==> config.mk <==
export PLATFORM = sky130hd
export DESIGN_NAME = mfm_core
export DESIGN_NICKNAME = d
export VERILOG_FILES = /design/src/logic/mfm_pkg.sv /design/src/logic/mfm_core.sv
export SDC_FILE = /design/constraint.sdc
export NUM_CORES = 1
export LEC_CHECK = 0
export BUFFER_PORTS_ARGS = -buffer_cell sky130_fd_sc_hd__buf_2
export CAP_MARGIN = 20
export CORE_AREA = 2 2 121 100
export DETAILED_ROUTE_END_ITERATION = 10
export DIE_AREA = 0 0 123 102
export GPL_ROUTABILITY_DRIVEN = 0
export GPL_TIMING_DRIVEN = 0
export MAX_ROUTING_LAYER = met4
export PLACE_DENSITY = 0.85
export RECOVER_POWER = 25
export SLEW_MARGIN = 0
export SYNTH_ARGS = -nofsm -noshare
export SYNTH_HDL_FRONTEND = slang
export SYNTH_SLANG_ARGS = --single-unit
==> constraint.sdc <==
create_clock -name i_clock -period 4.65 [get_ports i_clock]
set_input_delay 0.465 -clock i_clock [delete_from_list [all_inputs] [get_ports i_clock]]
set_output_delay 0.465 -clock i_clock [all_outputs]
set_load 0.005 [all_outputs]
==> src/logic/mfm_pkg.sv <==
package mfm_pkg;

    typedef enum logic [1:0] {MFM_SMALL, MFM_MIDDLE, MFM_LARGE} mfm_variant_t;
    typedef enum logic [1:0] {PHASE_ONE, PHASE_TWO, PHASE_THREE, PHASE_FOUR} mfm_phase_t;

    ////////////////////////////////////////////////////////////////////////
    localparam int PC_W                  = 11;
    localparam logic [10:0] PC_MASK_SMALL = 11'h1FF;
    localparam logic [10:0] PC_MASK_LARGE = 11'h7FF;
    localparam logic [10:0] RESET_VEC_SMALL = 11'h1FF;
    localparam logic [10:0] RESET_VEC_LARGE = 11'h7FF;
    localparam int PAGE_POS              = 5;
    localparam logic [2:0] BANK_MASK_MIDDLE = 3'h3;
    localparam logic [2:0] BANK_MASK_LARGE  = 3'h7;

    ////////////////////////////////////////////////////////////////////////
    localparam logic [4:0] ADDR_INDIRECT = 5'h00;
    localparam logic [4:0] ADDR_TIMER    = 5'h01;
    localparam logic [4:0] ADDR_PC_LOW   = 5'h02;
    localparam logic [4:0] ADDR_FLAGS    = 5'h03;
    localparam logic [4:0] ADDR_POINTER  = 5'h04;
    localparam logic [4:0] ADDR_IO_A     = 5'h05;
    localparam logic [4:0] ADDR_IO_B     = 5'h06;
    localparam logic [4:0] ADDR_IO_C     = 5'h07;
    localparam logic [4:0] ADDR_IO_D     = 5'h08;
    localparam logic [4:0] ADDR_IO_E     = 5'h09;
    localparam logic [7:0] IO_A_READ_MASK = 8'h0F;
    localparam logic [7:0] IO_E_READ_MASK = 8'hF0;

    ////////////////////////////////////////////////////////////////////////
    localparam logic [10:0] PC_RESET       = 11'h7FF;
    localparam logic [7:0]  FLAGS_RESET    = 8'h18;
    localparam logic [7:0]  FLAGS_WR_MASK  = 8'hE7;
    localparam int          FLAGS_ZERO_POS = 2;
    localparam logic [7:0]  POINTER_RESET  = 8'h00;
    localparam logic [7:0]  DIR_RESET      = 8'hFF;
    localparam logic [5:0]  PRESCALE_RESET = 6'h3F;
    localparam int          DIR_COUNT      = 3;

    ////////////////////////////////////////////////////////////////////////
    localparam logic [11:0] OP_IDLE    = 12'h000;
    localparam logic [11:0] OP_OPTION  = 12'h002;
    localparam logic [8:0]  OP_DIR_SET = 9'h000;
    localparam logic [6:0]  OP_MOVWF   = 7'h01;
    localparam logic [5:0]  OP_MOVF    = 6'h08;
    localparam logic [2:0]  OP_JUMP    = 3'h5;
    localparam logic [3:0]  OP_CALL    = 4'h9;
    localparam logic [3:0]  OP_MOVLW   = 4'hC;

    typedef struct packed {
        logic [7:0] addr;
        logic       rd;
        logic       wr;
        logic [7:0] wdata;
        logic       port;
    } mfm_file_bus_t;

    typedef struct packed {
        mfm_phase_t           phase;
        logic [10:0]          pc;
        logic [10:0]          fetch_addr;
        logic [11:0]          fetch_word;
        logic [11:0]          exec_word;
        logic                 flush;
        logic [7:0]           w;
        logic [7:0]           operand;
        logic [7:0]           flags;
        logic [7:0]           pointer;
        logic [2:0][7:0]      direction;
        logic [5:0]           prescale;
        logic                 cycle_clk;
        mfm_file_bus_t        file;
    } mfm_state_t;

endpackage

==> src/logic/mfm_core.sv <==
module mfm_core #(
    parameter mfm_pkg::mfm_variant_t VARIANT = mfm_pkg::MFM_LARGE
) (
    // clock and reset
    input  wire logic                   i_clock,
    input  wire logic                   i_rst_n,
    // oscillator mode
    input  wire logic                   i_rc_mode,
    // program memory
    output logic [mfm_pkg::PC_W-1:0]    o_prog_addr,
    input  wire logic [11:0]            i_prog_word,
    // data register file
    output mfm_pkg::mfm_file_bus_t      o_file,
    input  wire logic [7:0]             i_file_rdata,
    // configuration and status
    output logic [2:0][7:0]             o_pin_direction,
    output logic [5:0]                  o_prescale_config,
    output logic                        o_cycle_clock,
    output mfm_pkg::mfm_phase_t         o_phase,
    output logic [11:0]                 o_exec_word,
    output logic [7:0]                  o_work,
    output logic [7:0]                  o_flags,
    output logic [7:0]                  o_pointer
);
    import mfm_pkg::*;

    ////////////////////////////////////////////////////////////////////////
    localparam logic [10:0] PC_MASK =
        (VARIANT == MFM_SMALL) ? PC_MASK_SMALL : PC_MASK_LARGE;
    localparam logic [10:0] RESET_VEC =
        (VARIANT == MFM_SMALL) ? RESET_VEC_SMALL : RESET_VEC_LARGE;

    mfm_state_t state_reg;
    mfm_state_t state_next;

    ////////////////////////////////////////////////////////////////////////
    // physical file address; indirect when the field is zero
    function automatic logic [7:0] eff_addr(input logic [4:0] f,
                                            input logic [7:0] ptr);
        logic [7:0] src;
        logic [2:0] bank;
        src  = (f == ADDR_INDIRECT) ? ptr : {ptr[7:5], f};
        bank = 3'h0;
        if (VARIANT == MFM_MIDDLE) begin
            bank = src[7:5] & BANK_MASK_MIDDLE;
        end else if (VARIANT == MFM_LARGE) begin
            bank = src[7:5] & BANK_MASK_LARGE;
        end
        // low half of each bank holds the specials, shared by all banks
        if (!src[4]) begin
            bank = 3'h0;
        end
        eff_addr = {bank, src[4:0]};
    endfunction

    // core-held locations never go out on the file bus
    function automatic logic is_internal(input logic [7:0] a);
        is_internal = (a == {3'h0, ADDR_INDIRECT}) || (a == {3'h0, ADDR_PC_LOW})
                   || (a == {3'h0, ADDR_FLAGS}) || (a == {3'h0, ADDR_POINTER});
    endfunction

    function automatic logic is_port(input logic [7:0] a);
        unique case (a)
            {3'h0, ADDR_IO_A}, {3'h0, ADDR_IO_B}: is_port = 1'b1;
            {3'h0, ADDR_IO_C}: is_port = (VARIANT != MFM_SMALL);
            {3'h0, ADDR_IO_D}, {3'h0, ADDR_IO_E}:
                is_port = (VARIANT == MFM_LARGE);
            default: is_port = 1'b0;
        endcase
    endfunction

    function automatic logic reads_file(input logic [11:0] wd);
        reads_file = (wd[11:6] == OP_MOVF);
    endfunction

    ////////////////////////////////////////////////////////////////////////
    logic [7:0]  cur_addr;
    logic [7:0]  new_addr;
    logic [11:0] new_word;
    logic [7:0]  read_val;
    logic [7:0]  result;
    logic        dest_file;
    logic        is_movf;
    logic [1:0]  page;
    logic [10:0] pc_inc;

    always_comb begin
        state_next = state_reg;
        is_movf    = (state_reg.exec_word[11:6] == OP_MOVF);
        cur_addr   = eff_addr(state_reg.exec_word[4:0], state_reg.pointer);
        new_word   = state_reg.flush ? OP_IDLE : state_reg.fetch_word;
        new_addr   = eff_addr(new_word[4:0], state_reg.pointer);
        page       = (VARIANT == MFM_SMALL) ? 2'h0
                   : state_reg.flags[PAGE_POS +: 2];
        pc_inc     = (state_reg.pc + 11'h001) & PC_MASK;
        result     = is_movf ? state_reg.operand : state_reg.w;
        dest_file  = (state_reg.exec_word[11:5] == OP_MOVWF)
                  || (is_movf && state_reg.exec_word[5]);

        // operand source: core registers or the external file
        read_val = i_file_rdata;
        if (cur_addr == {3'h0, ADDR_INDIRECT}) begin
            read_val = 8'h00;
        end else if (cur_addr == {3'h0, ADDR_PC_LOW}) begin
            read_val = state_reg.pc[7:0];
        end else if (cur_addr == {3'h0, ADDR_FLAGS}) begin
            read_val = state_reg.flags;
        end else if (cur_addr == {3'h0, ADDR_POINTER}) begin
            read_val = state_reg.pointer;
        end else if (cur_addr == {3'h0, ADDR_IO_A}) begin
            read_val = i_file_rdata & IO_A_READ_MASK;
        end else if (cur_addr == {3'h0, ADDR_IO_E} && is_port(cur_addr)) begin
            read_val = i_file_rdata & IO_E_READ_MASK;
        end

        // with i_rc_mode set, cycle clock high through the second half of each cycle
        state_next.cycle_clk = i_rc_mode
            && (state_reg.phase == PHASE_TWO || state_reg.phase == PHASE_THREE);

        unique case (state_reg.phase)
            PHASE_ONE: begin
                state_next.phase      = PHASE_TWO;
                state_next.fetch_addr = state_reg.pc;
                state_next.pc         = pc_inc;
                state_next.exec_word  = new_word;
                state_next.flush      = 1'b0;
                state_next.file.addr  = new_addr;
                state_next.file.port  = is_port(new_addr);
                state_next.file.rd    = reads_file(new_word)
                                     && !is_internal(new_addr);
            end
            PHASE_TWO: begin
                state_next.phase   = PHASE_THREE;
                state_next.operand = read_val;
                state_next.file.rd = 1'b0;
            end
            PHASE_THREE: begin
                state_next.phase      = PHASE_FOUR;
                state_next.file.wdata = result;
                state_next.file.wr    = dest_file && !is_internal(cur_addr);
            end
            PHASE_FOUR: begin
                state_next.phase      = PHASE_ONE;
                state_next.file.wr    = 1'b0;
                state_next.fetch_word = i_prog_word;
                if (dest_file) begin
                    if (cur_addr == {3'h0, ADDR_PC_LOW}) begin
                        // computed jump: bit 8 cleared, pipeline refilled
                        state_next.pc    = {page, 1'b0, result} & PC_MASK;
                        state_next.flush = 1'b1;
                    end else if (cur_addr == {3'h0, ADDR_FLAGS}) begin
                        state_next.flags = (state_reg.flags & ~FLAGS_WR_MASK)
                                         | (result & FLAGS_WR_MASK);
                    end else if (cur_addr == {3'h0, ADDR_POINTER}) begin
                        state_next.pointer = result;
                    end
                end
                if (is_movf) begin
                    // zero flag from logic wins over a direct flags write
                    state_next.flags[FLAGS_ZERO_POS] = (result == 8'h00);
                    if (!state_reg.exec_word[5]) begin
                        state_next.w = result;
                    end
                end
                if (state_reg.exec_word == OP_OPTION) begin
                    state_next.prescale = state_reg.w[5:0];
                end
                if (state_reg.exec_word[11:3] == OP_DIR_SET
                    && state_reg.exec_word[2:0] >= ADDR_IO_A[2:0]) begin
                    state_next.direction[state_reg.exec_word[2:0]
                                         - ADDR_IO_A[2:0]] = state_reg.w;
                end
                if (state_reg.exec_word[11:8] == OP_MOVLW) begin
                    state_next.w = state_reg.exec_word[7:0];
                end
                if (state_reg.exec_word[11:9] == OP_JUMP) begin
                    state_next.pc = {page, state_reg.exec_word[8:0]}
                                  & PC_MASK;
                    state_next.flush = 1'b1;
                end
                if (state_reg.exec_word[11:8] == OP_CALL) begin
                    state_next.pc = {page, 1'b0, state_reg.exec_word[7:0]}
                                  & PC_MASK;
                    state_next.flush = 1'b1;
                end
            end
        endcase
    end

    ////////////////////////////////////////////////////////////////////////
    always_ff @(posedge i_clock) begin
        if (!i_rst_n) begin
            state_reg            <= '0;
            state_reg.phase      <= PHASE_ONE;
            // first fetch is at the reset vector, nothing yet to execute
            state_reg.pc         <= RESET_VEC & PC_RESET;
            state_reg.fetch_word <= OP_IDLE;
            state_reg.exec_word  <= OP_IDLE;
            state_reg.flush      <= 1'b1;
            state_reg.flags      <= FLAGS_RESET;
            state_reg.pointer    <= POINTER_RESET;
            state_reg.direction  <= {DIR_COUNT{DIR_RESET}};
            state_reg.prescale   <= PRESCALE_RESET;
        end else begin
            state_reg <= state_next;
        end
    end

    ////////////////////////////////////////////////////////////////////////
    assign o_prog_addr       = state_reg.fetch_addr;
    assign o_file            = state_reg.file;
    assign o_pin_direction   = state_reg.direction;
    assign o_prescale_config = state_reg.prescale;
    assign o_cycle_clock     = state_reg.cycle_clk;
    assign o_phase           = state_reg.phase;
    assign o_exec_word       = state_reg.exec_word;
    assign o_work            = state_reg.w;
    assign o_flags           = state_reg.flags;
    assign o_pointer         = state_reg.pointer;

endmodule

==> summary.txt, run 1 <==
Status
  – Status: finished, final reports clean

CTS
  – Clk root buf: clkbuf_16
  – # Post-CTS Setup Buffers: 0
  – Post-CTS Hold Buffers: 0
  – CTS tree: done
  – Clock Tree Buf Depth: 2
  – H-tree depth: 4
  – Number of buffers inserted during clock tree synthesis: 17
  – Clock transition at path regs: 50 ps
  – CTS-repair resized insts: 0
  – Skew-Pair Late Insertion Delay: 420 ps
  – Num Clock Sinks: between 100 and 150

Timing
  – Crit share post-route: 0.588
  – Fin. Hold Viols: 0
  – Number of setup violations in the final report: 0
  – PnR worst setup slack: approximately 1900 ps
  – Skew final: roughly 4.7 ps
  – Max-slew violations: 0
  – Setup TNS Final: 0 ps
  – Worst-Margin Slew: roughly 1000 ps
  – Hold slack: 274 ps
  – Worst slew margin: 0.302
  – Max Fclk: about 370 MHz
  – Final min period: 2730 ps
  – Unrepaired setup endpoints after global routing: no

Route
  – WL final: roughly 20000 um
  – Via count: about 6.4k
  – WL/cell: between 15 and 20 um
  – Via/cell ratio: 5.94
  – Post-route ant nets: 0
  – Pre-antenna DRT Iters: 7
  – Initial DRC Count: just over 900
  – Post-route DRC: 0

Critical path
  – Critical Path Fanout Max: 9
  – R2R Setup Slk: ~1900 ps
  – Worst setup path startpoint: o_exec_word[7]
  – CP required: 4970 ps
  – CP Launch Type: flip-flop
  – Worst flop-to-flop path endpoint: o_work[6]
  – CP endpoint: o_work[6]
  – Highest-delay cell along the critical path: a21boi_0
  – R2r worst-path depth: 5
  – Crit-path cells: nor4_4 -> nand3_1 -> a21boi_0 -> o21ai_0 -> a22o_1
  – Arrival @ worst endpoint: 3050 ps
  – Crit-path max cell delay: 880 ps
  – Worst Setup End Kind: flip-flop
  – Critical path type: reg2reg
  – Crit Reg-Reg Startpoint: o_exec_word[7]

Flow run
  – Max_cap viols: 0

Synthesis
  – Number of enable flip-flop cells after synthesis: 0
  – Seq/Total Area, Yosys: 0.381
  – Synth Cell Area: approximately 6800 sq um
  – Yosys warning count: 0
  – Asr flop ratio synth: 0
  – Synth top area cells: dfxtp_1 38%, buf_4 11%, mux2i_1 9.5%
  – Post-synthesis register bit count: 129
  – Area leader, netlist: dfxtp_1
  – Most used flip-flop cell after synthesis: dfxtp_1
  – Synth cell types: 70
  – Top-area cell type share of the netlist area: 0.381
  – Mapped Avg Cell Area: 8.66 sq um
  – Mapped Cells: between 700 and 800

Min path
  – Hold Path Class: in2reg

Pwr
  – Peak VDD IR: a little over 300 uV
  – Leak pwr: roughly 3.6 nW
  – Pwr dens: ~390 nW/um^2
  – Overall Power: ~0.0032 W

Finish
  – Number of flip-flops in the largest register: 32
  – P&R area growth vs syn: 21.0%
  – Share of layout cells above drive strength 1: 0.279
  – Design area: approximately 8000 sq um
  – ANT cells: 0
  – Commonest non-fill, non-tap cells in the layout: 129 x dfxtp_1, 109 x buf_2, 81 x nor2_1
  – Most common cell after layout, fill and taps aside: dfxtp_1
  – Final net count: 949

Floorplanning
  – I/O pins: 122
  – Initial Util: 0.600
  – Width of the die: between 100 and 150 um
  – Core area: approximately 11000 sq um
  – Die H: just over 100 um
  – DIE AREA: 12500 sq um
  – Rows: 35

Global routing
  – Vias in the first global route: 5866
  – Largest net degree at the start of global routing: 17
  – Antenna violations before repair: 0
  – Tot GR Track Use: 0.333
  – Global-route wire length before repair: 31000 um
  – Overflow after GRT: 0

Place
  – IO buf count: ~120
  – DP Worst Slack: between 1500 and 2000 ps
  – Dpl hpwl: about 14000 um
  – Dpl cell area: about 7600 sq um
-- routing by layer --
metal  track usage  part of all wire
met1         0.431              0.41
met2         0.483              0.43
met3         0.113              0.13
met4         0.125             0.028
met5             -                 0
-- critical path: cells and delay by family (launching register included) --
family | cells | cell delay, ps
compound gates | 3 | 1350
simple gates | 2 | 850
flops | 1 | 420
-- cells in the mapped netlist (7+ instances only) --
cell type / count
buf_4: 98
o21ai_0: 30
inv_1: 17
nor2b_1: 9
dfxtp_1: 129
nor4_1: 7
clkbuf_1: 35
nand4_1: 11
o22ai_1: 9
a21oi_1: 32
nand2b_1: 14
nand2_1: 62
nor3_1: 15
mux2i_1: 64
nor2_1: 81
and2_1: 8
a211oi_1: 23
a22o_1: 8
nand3_1: 12
-- area by class of cell --
class	count	area (sq um)
Buffer	146	937
Inverter	19	71.3
Timing Repair Buffer	119	577
Sequential cell	129	2580
Multi-Input combinational cell	489	3190
Tap cell	148	185
Clock inverter	8	148
Clock buffer	24	512
Fill cell	891	3100
-- worst min-delay path by stage --
stage | startpoint | endpoint | cells after the start
6_report | i_prog_word[9] | state_reg[104] | 3
5_1_grt | i_rc_mode | o_cycle_clock | 2
4_1_cts | i_prog_word[9] | state_reg[104] | 3
3_5_place_dp | o_pin_direction[5] | o_pin_direction[5] | 2
3_3_place_gp | o_pin_direction[5] | o_pin_direction[5] | 2
2_1_floorplan | o_pin_direction[0] | o_pin_direction[0] | 2
-- stage by stage --
step | std cells | util
after floorplan | 783 | -
final | 1082 | 0.726
after detailed placement | 1050 | 0.669
after global placement | 1050 | 0.669
after CTS | 1082 | 0.727
after global routing | 1082 | 0.726
-- where the power goes --
part           internal (W)  switching, W  total (W)  leakage (nW)
clock network      0.000983      0.000489    0.00147         0.326
registers           0.00117     0.0000682    0.00124          1.05
logic              0.000217      0.000250   0.000467          2.22
total               0.00237      0.000807    0.00318          3.59
-- cells by family after synthesis --
group / count (synthesis) / share of synthesized area
and+or+nand+nor: 250 / 0.188
AOI/OAI and AO/OA: 166 / 0.174
buffers and inverters: 165 / 0.149
DFF: 129 / 0.381
muxes: 66 / 0.0979
adders and majority gates: 5 / 0.00923
other: 1 / 0.000553
No activity file was read; power rests on OpenSTA's default activity.
==> run 2: changes to the inputs <==
--- a/config.mk
+++ b/config.mk
@@ -7,13 +7,13 @@
 export LEC_CHECK = 0
 export BUFFER_PORTS_ARGS = -buffer_cell sky130_fd_sc_hd__buf_2
 export CAP_MARGIN = 20
-export CORE_AREA = 2 2 121 100
+export CORE_AREA = 2 2 126 104
 export DETAILED_ROUTE_END_ITERATION = 10
-export DIE_AREA = 0 0 123 102
+export DIE_AREA = 0 0 128 106
 export GPL_ROUTABILITY_DRIVEN = 0
 export GPL_TIMING_DRIVEN = 0
 export MAX_ROUTING_LAYER = met4
-export PLACE_DENSITY = 0.85
+export PLACE_DENSITY = 0.79
 export RECOVER_POWER = 25
 export SLEW_MARGIN = 0
 export SYNTH_ARGS = -nofsm -noshare
==> constraint.sdc (replaced) <==
create_clock -name i_clock -period 2.8 [get_ports i_clock]
set_input_delay 0.28 -clock i_clock [delete_from_list [all_inputs] [get_ports i_clock]]
set_output_delay 0.28 -clock i_clock [all_outputs]
set_load 0.005 [all_outputs]
==> summary.txt, run 2 (synthesized netlist as in run 1, its figures left out) <==
Route
  – Via/cell ratio: between 5 and 6
  – Via count: between 6k and 7k
  – Initial DRC Count: 659
  – WL/cell: between 15 and 20 um
  – Post-route DRC: 0
  – Pre-antenna DRT Iters: 6
  – WL final: roughly 19000 um
  – Post-route ant nets: 0

Finish
  – Commonest non-fill, non-tap cells in the layout: 129 x dfxtp_1, 120 x buf_2, 81 x nor2_1
  – Most common cell after layout, fill and taps aside: dfxtp_1
  – ANT cells: 0
  – FILL cells: around 1.0k
  – P&R area growth vs syn: 20.9%
  – Final net count: roughly 950
  – Number of flip-flops in the largest register: 32
  – Share of layout cells above drive strength 1: 0.293

Global routing
  – Vias in the first global route: around 5.5k
  – Tot GR Track Use: 0.291
  – Global-route wire length before repair: ~29000 um
  – Largest net degree at the start of global routing: 17
  – Overflow after GRT: 0
  – Antenna violations before repair: 0

Pwr
  – Peak VDD IR: 534 uV
  – Leak pwr: about 3.6 nW
  – Pwr dens: ~630 nW/um^2

CTS
  – Clock transition at path regs: roughly 60 ps
  – CTS tree: done
  – Skew-Pair Late Insertion Delay: 420 ps
  – Num Clock Sinks: 129
  – Clock Tree Buf Depth: 2
  – Clk root buf: clkbuf_16
  – H-tree depth: 4
  – Number of buffers inserted during clock tree synthesis: 17

Timing
  – Skew final: roughly 8.6 ps
  – Crit share post-route: 0.961
  – Setup TNS Final: 0 ps
  – Worst slew margin: 0.323
  – Unrepaired setup endpoints after global routing: no
  – Worst-Margin Slew: roughly 1000 ps
  – Number of setup violations in the final report: 0
  – Fin. Hold Viols: 0
  – Max Fclk: around 370 MHz
  – Final min period: about 2700 ps
  – PnR worst setup slack: 109 ps
  – Max-slew violations: 0

Critical path
  – R2R Setup Slk: 110 ps
  – Crit Reg-Reg Startpoint: o_exec_word[3]
  – Worst Setup End Kind: flip-flop
  – Worst flop-to-flop path endpoint: state_reg[68]
  – Critical path type: reg2reg
  – R2r worst-path depth: 6
  – CP required: approximately 3100 ps
  – Arrival @ worst endpoint: a little under 3000 ps
  – CP Launch Type: flip-flop
  – Critical Path Fanout Max: 10

Flow run
  – Max_cap viols: 0

Min path
  – HP Start: i_prog_word[3]
  – Hold Path Class: in2reg
  – WHS Path Cells: 3
  – Hold endpoint: state_reg[98]

Status
  – Status: finished, final reports clean

Place
  – DP Worst Slack: approximately 98 ps
  – Dpl hpwl: approximately 14000 um
  – IO buf count: approximately 120

Floorplanning
  – I/O pins: ~120
  – Core area: ~12000 sq um
  – Width of the die: between 100 and 150 um
  – Die H: about 110 um
  – DIE AREA: around 14000 sq um
  – Rows: 37
  – Initial Util: 0.546
==> run 2: cell count changes in the layout (fill, tap and decap cells not counted), moves of 2 or more <==
cell	delta
clkinv_4	+2
buf_4	-12
clkbuf_8	-3
clkbuf_1	-12
clkbuf_4	+12
buf_2	+11
==> run 2: final cells by class <==
type / count / area (sq um) / share of cell area
multi-input combinational: 489 / 3190 / 0.390
sequential: 129 / 2580 / 0.315
buffer: 146 / 937 / 0.114
timing repair buffer: 119 / 591 / 0.0721
clock buffer: 20 / 467 / 0.0570
tap: 156 / 195 / 0.0238
clock inverter: 12 / 156 / 0.0191
inverter: 19 / 71.3 / 0.00871
==> run 2: worst max path at each step <==
stage | startpoint | end | slack [ps] | cells after the start
detailed placement | o_exec_word[7] | state_reg[125] | 100 | 5
floorplan | o_exec_word[6] | state_reg[125] | 660 | 5
global route | o_exec_word[3] | state_reg[68] | 40 | 6
global placement | o_exec_word[6] | o_work[6] | 140 | 5
CTS | o_exec_word[6] | state_reg[125] | 90 | 5
finish | o_exec_word[3] | state_reg[68] | 110 | 6
==> run 2: critical path, cell delays in order, from the launching register on <==
cell and delay [ps]:
dfxtp_1 310, buf_2 190, nor4_1 480, a32oi_1 220, a31oi_1 580, a21oi_1 170
o41ai_1 580
==> run 2: power by group <==
| part | internal, W | switching [W] | leakage, nW |
|---|---|---|---|
| clock | 0.00147 | 0.000856 | 0.306 |
| combinational | 0.000361 | 0.000407 | 2.26 |
| sequential | 0.00195 | 0.000110 | 1.05 |
==> run 2: timing repair <==
item / CTS / global route
setup buffers: 0 / 0
hold buffers: 0 / 0
endpoints found under the setup margin: 0 / 2
gates resized for setup: 0 / 2
==> run 2: layer usage <==
metal  GRT usage  part of all wire  wire (um)  vias to the layer above
met2       0.419              0.42       8180                      380
met5           -                 0          0                        -
li1            -                 -          -                     2969
met4      0.0934             0.027        523                        0
met1       0.393              0.44       8490                     2893
met3      0.0861              0.11       2220                       63
==> run 2: metrics by stage <==
stage	instances	hold slack (ps)	power [W]	util	area (sq um)
2_1_floorplan	783	427	0.00263	-	6780
3_3_place_gp	1058	455	0.00283	0.610	7570
3_5_place_dp	1058	458	0.00285	0.610	7570
4_1_cts	1090	85.3	0.00515	0.660	8190
5_1_grt	1090	86.9	0.00534	0.660	8190
6_report	1090	89.6	0.00516	0.660	8190
==> run 3: changes to the inputs <==
--- a/config.mk
+++ b/config.mk
@@ -6,14 +6,15 @@
 export NUM_CORES = 1
 export LEC_CHECK = 0
 export BUFFER_PORTS_ARGS = -buffer_cell sky130_fd_sc_hd__buf_2
-export CAP_MARGIN = 20
-export CORE_AREA = 2 2 126 104
+export CAP_MARGIN = 40
+export CORE_AREA = 2 2 124 102
+export CTS_BUF_LIST = sky130_fd_sc_hd__clkbuf_4
 export DETAILED_ROUTE_END_ITERATION = 10
-export DIE_AREA = 0 0 128 106
+export DIE_AREA = 0 0 126 104
 export GPL_ROUTABILITY_DRIVEN = 0
 export GPL_TIMING_DRIVEN = 0
 export MAX_ROUTING_LAYER = met4
-export PLACE_DENSITY = 0.79
+export PLACE_DENSITY = 0.82
 export RECOVER_POWER = 25
 export SLEW_MARGIN = 0
 export SYNTH_ARGS = -nofsm -noshare
==> summary.txt, run 3 (synthesized netlist as in run 1, its figures left out) <==
Status
  – Status: finished, final reports clean

Floorplanning
  – I/O pins: ~120
  – Rows: 36
  – Initial Util: 0.570
  – Die H: roughly 100 um
  – Core area: around 12000 sq um
  – Width of the die: between 100 and 150 um
  – DIE AREA: 13100 sq um

Route
  – WL/cell: approximately 17 um
  – WL final: approximately 19000 um
  – Initial DRC Count: a little over 800
  – Via/cell ratio: approximately 5.8
  – Pre-antenna DRT Iters: 8
  – Post-route ant nets: 0
  – Via count: approximately 6.4k
  – Post-route DRC: 0

Finish
  – FILL cells: 1037
  – Design area: a little under 8000 sq um
  – Non-filler cells, final: approximately 1.1k
  – Most common cell after layout, fill and taps aside: dfxtp_1
  – P&R area growth vs syn: 16.5%
  – Final net count: approximately 960
  – Number of flip-flops in the largest register: 32
  – ANT cells: 0
  – Share of layout cells above drive strength 1: 0.286
  – Commonest non-fill, non-tap cells in the layout: 129 x dfxtp_1, 119 x buf_2, 81 x nor2_1

CTS
  – Number of buffers inserted during clock tree synthesis: 17
  – Num Clock Sinks: ~130
  – CTS tree: done
  – Clock Tree Buf Depth: 2
  – Clock transition at path regs: between 100 and 150 ps
  – Skew-Pair Late Insertion Delay: about 550 ps
  – H-tree depth: 4
  – Clk root buf: clkbuf_4

Flow run
  – Max_cap viols: 0

Global routing
  – Global-route wire length before repair: between 20000 and 30000 um
  – Largest net degree at the start of global routing: 17
  – Vias in the first global route: 5572
  – Tot GR Track Use: 0.292
  – Antenna violations before repair: 0
  – Overflow after GRT: 0

Min path
  – Hold Path Class: in2reg
  – HP Start: i_prog_word[9]
  – Hold endpoint: state_reg[104]
  – WHS Path Cells: 3

Critical path
  – Arrival @ worst endpoint: 3160 ps
  – Crit Reg-Reg Startpoint: o_exec_word[7]
  – Worst flop-to-flop path endpoint: o_work[5]
  – R2r worst-path depth: 5
  – Critical path type: reg2reg
  – CP Launch Type: flip-flop
  – R2R Setup Slk: roughly 110 ps
  – Critical Path Fanout Max: 9
  – Worst Setup End Kind: flip-flop
  – CP required: around 3300 ps

Timing
  – Worst slew margin: 0.304
  – Final min period: between 2000 and 3000 ps
  – Fin. Hold Viols: 0
  – Unrepaired setup endpoints after global routing: no
  – Number of setup violations in the final report: 0
  – Max Fclk: 372 MHz
  – Crit share post-route: 0.961
  – Max-slew violations: 0
  – Setup TNS Final: 0 ps
  – Skew final: between 20 and 30 ps
  – Worst-Margin Slew: 1030 ps

Pwr
  – Pwr dens: between 400 and 500 nW/um^2
  – Leak pwr: around 3.5 nW
  – Peak VDD IR: between 400 and 500 uV

Place
  – Dpl cell area: ~7600 sq um
  – Inst Count DP: 1055
  – IO buf count: 119
  – Dpl hpwl: 14000 um
## run 3: layout make-up
type,count,area [sq um],share of cell area
multi-input cells,489,3190,0.404
flip-flops and latches,129,2580,0.327
plain buffers,146,937,0.119
repair buffers,131,703,0.0891
well taps,152,190,0.0241
clock buffers,20,150,0.0190
inverters,19,71.3,0.00903
clock inverters,12,70.1,0.00887
## run 3: how the worst max path moves through the flow
stage,startpoint,end,slack (ps),cells past startpoint
2_1_floorplan,o_exec_word[6],state_reg[125],660,5
3_3_place_gp,o_exec_word[6],state_reg[125],130,5
3_5_place_dp,o_exec_word[6],state_reg[125],90,5
4_1_cts,o_exec_word[7],state_reg[125],60,5
5_1_grt,o_phase[0],state_reg[104],90,6
6_report,o_exec_word[7],o_work[5],110,5
## run 3: worst max-delay path, stage by stage (launching register included)
cell      delay, ps
dfxtp_1         430
nor4_4          590
nand3_1         270
a21boi_0        880
o21ai_0         210
a22o_1          230
## run 3: routing by layer
layer,track usage,share of wire,vias up
li1,-,-,2988
met1,0.402,0.43,2926
met2,0.411,0.42,386
met3,0.0910,0.12,65
met4,0.0879,0.027,0
met5,-,0,-
## run 3: where the power goes
part / internal [W] / switching, W
Sequential: 0.00195 / 0.000116
Clock: 0.000366 / 0.000698
Combinational: 0.000371 / 0.000402
Total: 0.00268 / 0.00122
## run 3: timing repair
item / 4_1_cts / 5_1_grt
endpoints found under the setup margin: 0 / 1
hold endpoints to repair: 11 / 0
gates resized for setup: 0 / 1
hold buffers: 11 / 0
setup buffers: 0 / 0
## run 3: metrics by stage
step | utilization | power [W] | setup slack [ps] | hold slack [ps]
floorplan | - | 0.00263 | 659 | 427
global placement | 0.636 | 0.00283 | 135 | 455
detailed placement | 0.637 | 0.00285 | 86.6 | 461
CTS | 0.664 | 0.00389 | 57.3 | 6.58
global route | 0.664 | 0.00406 | 88.2 | 61.2
finish | 0.664 | 0.00390 | 108 | 21.6
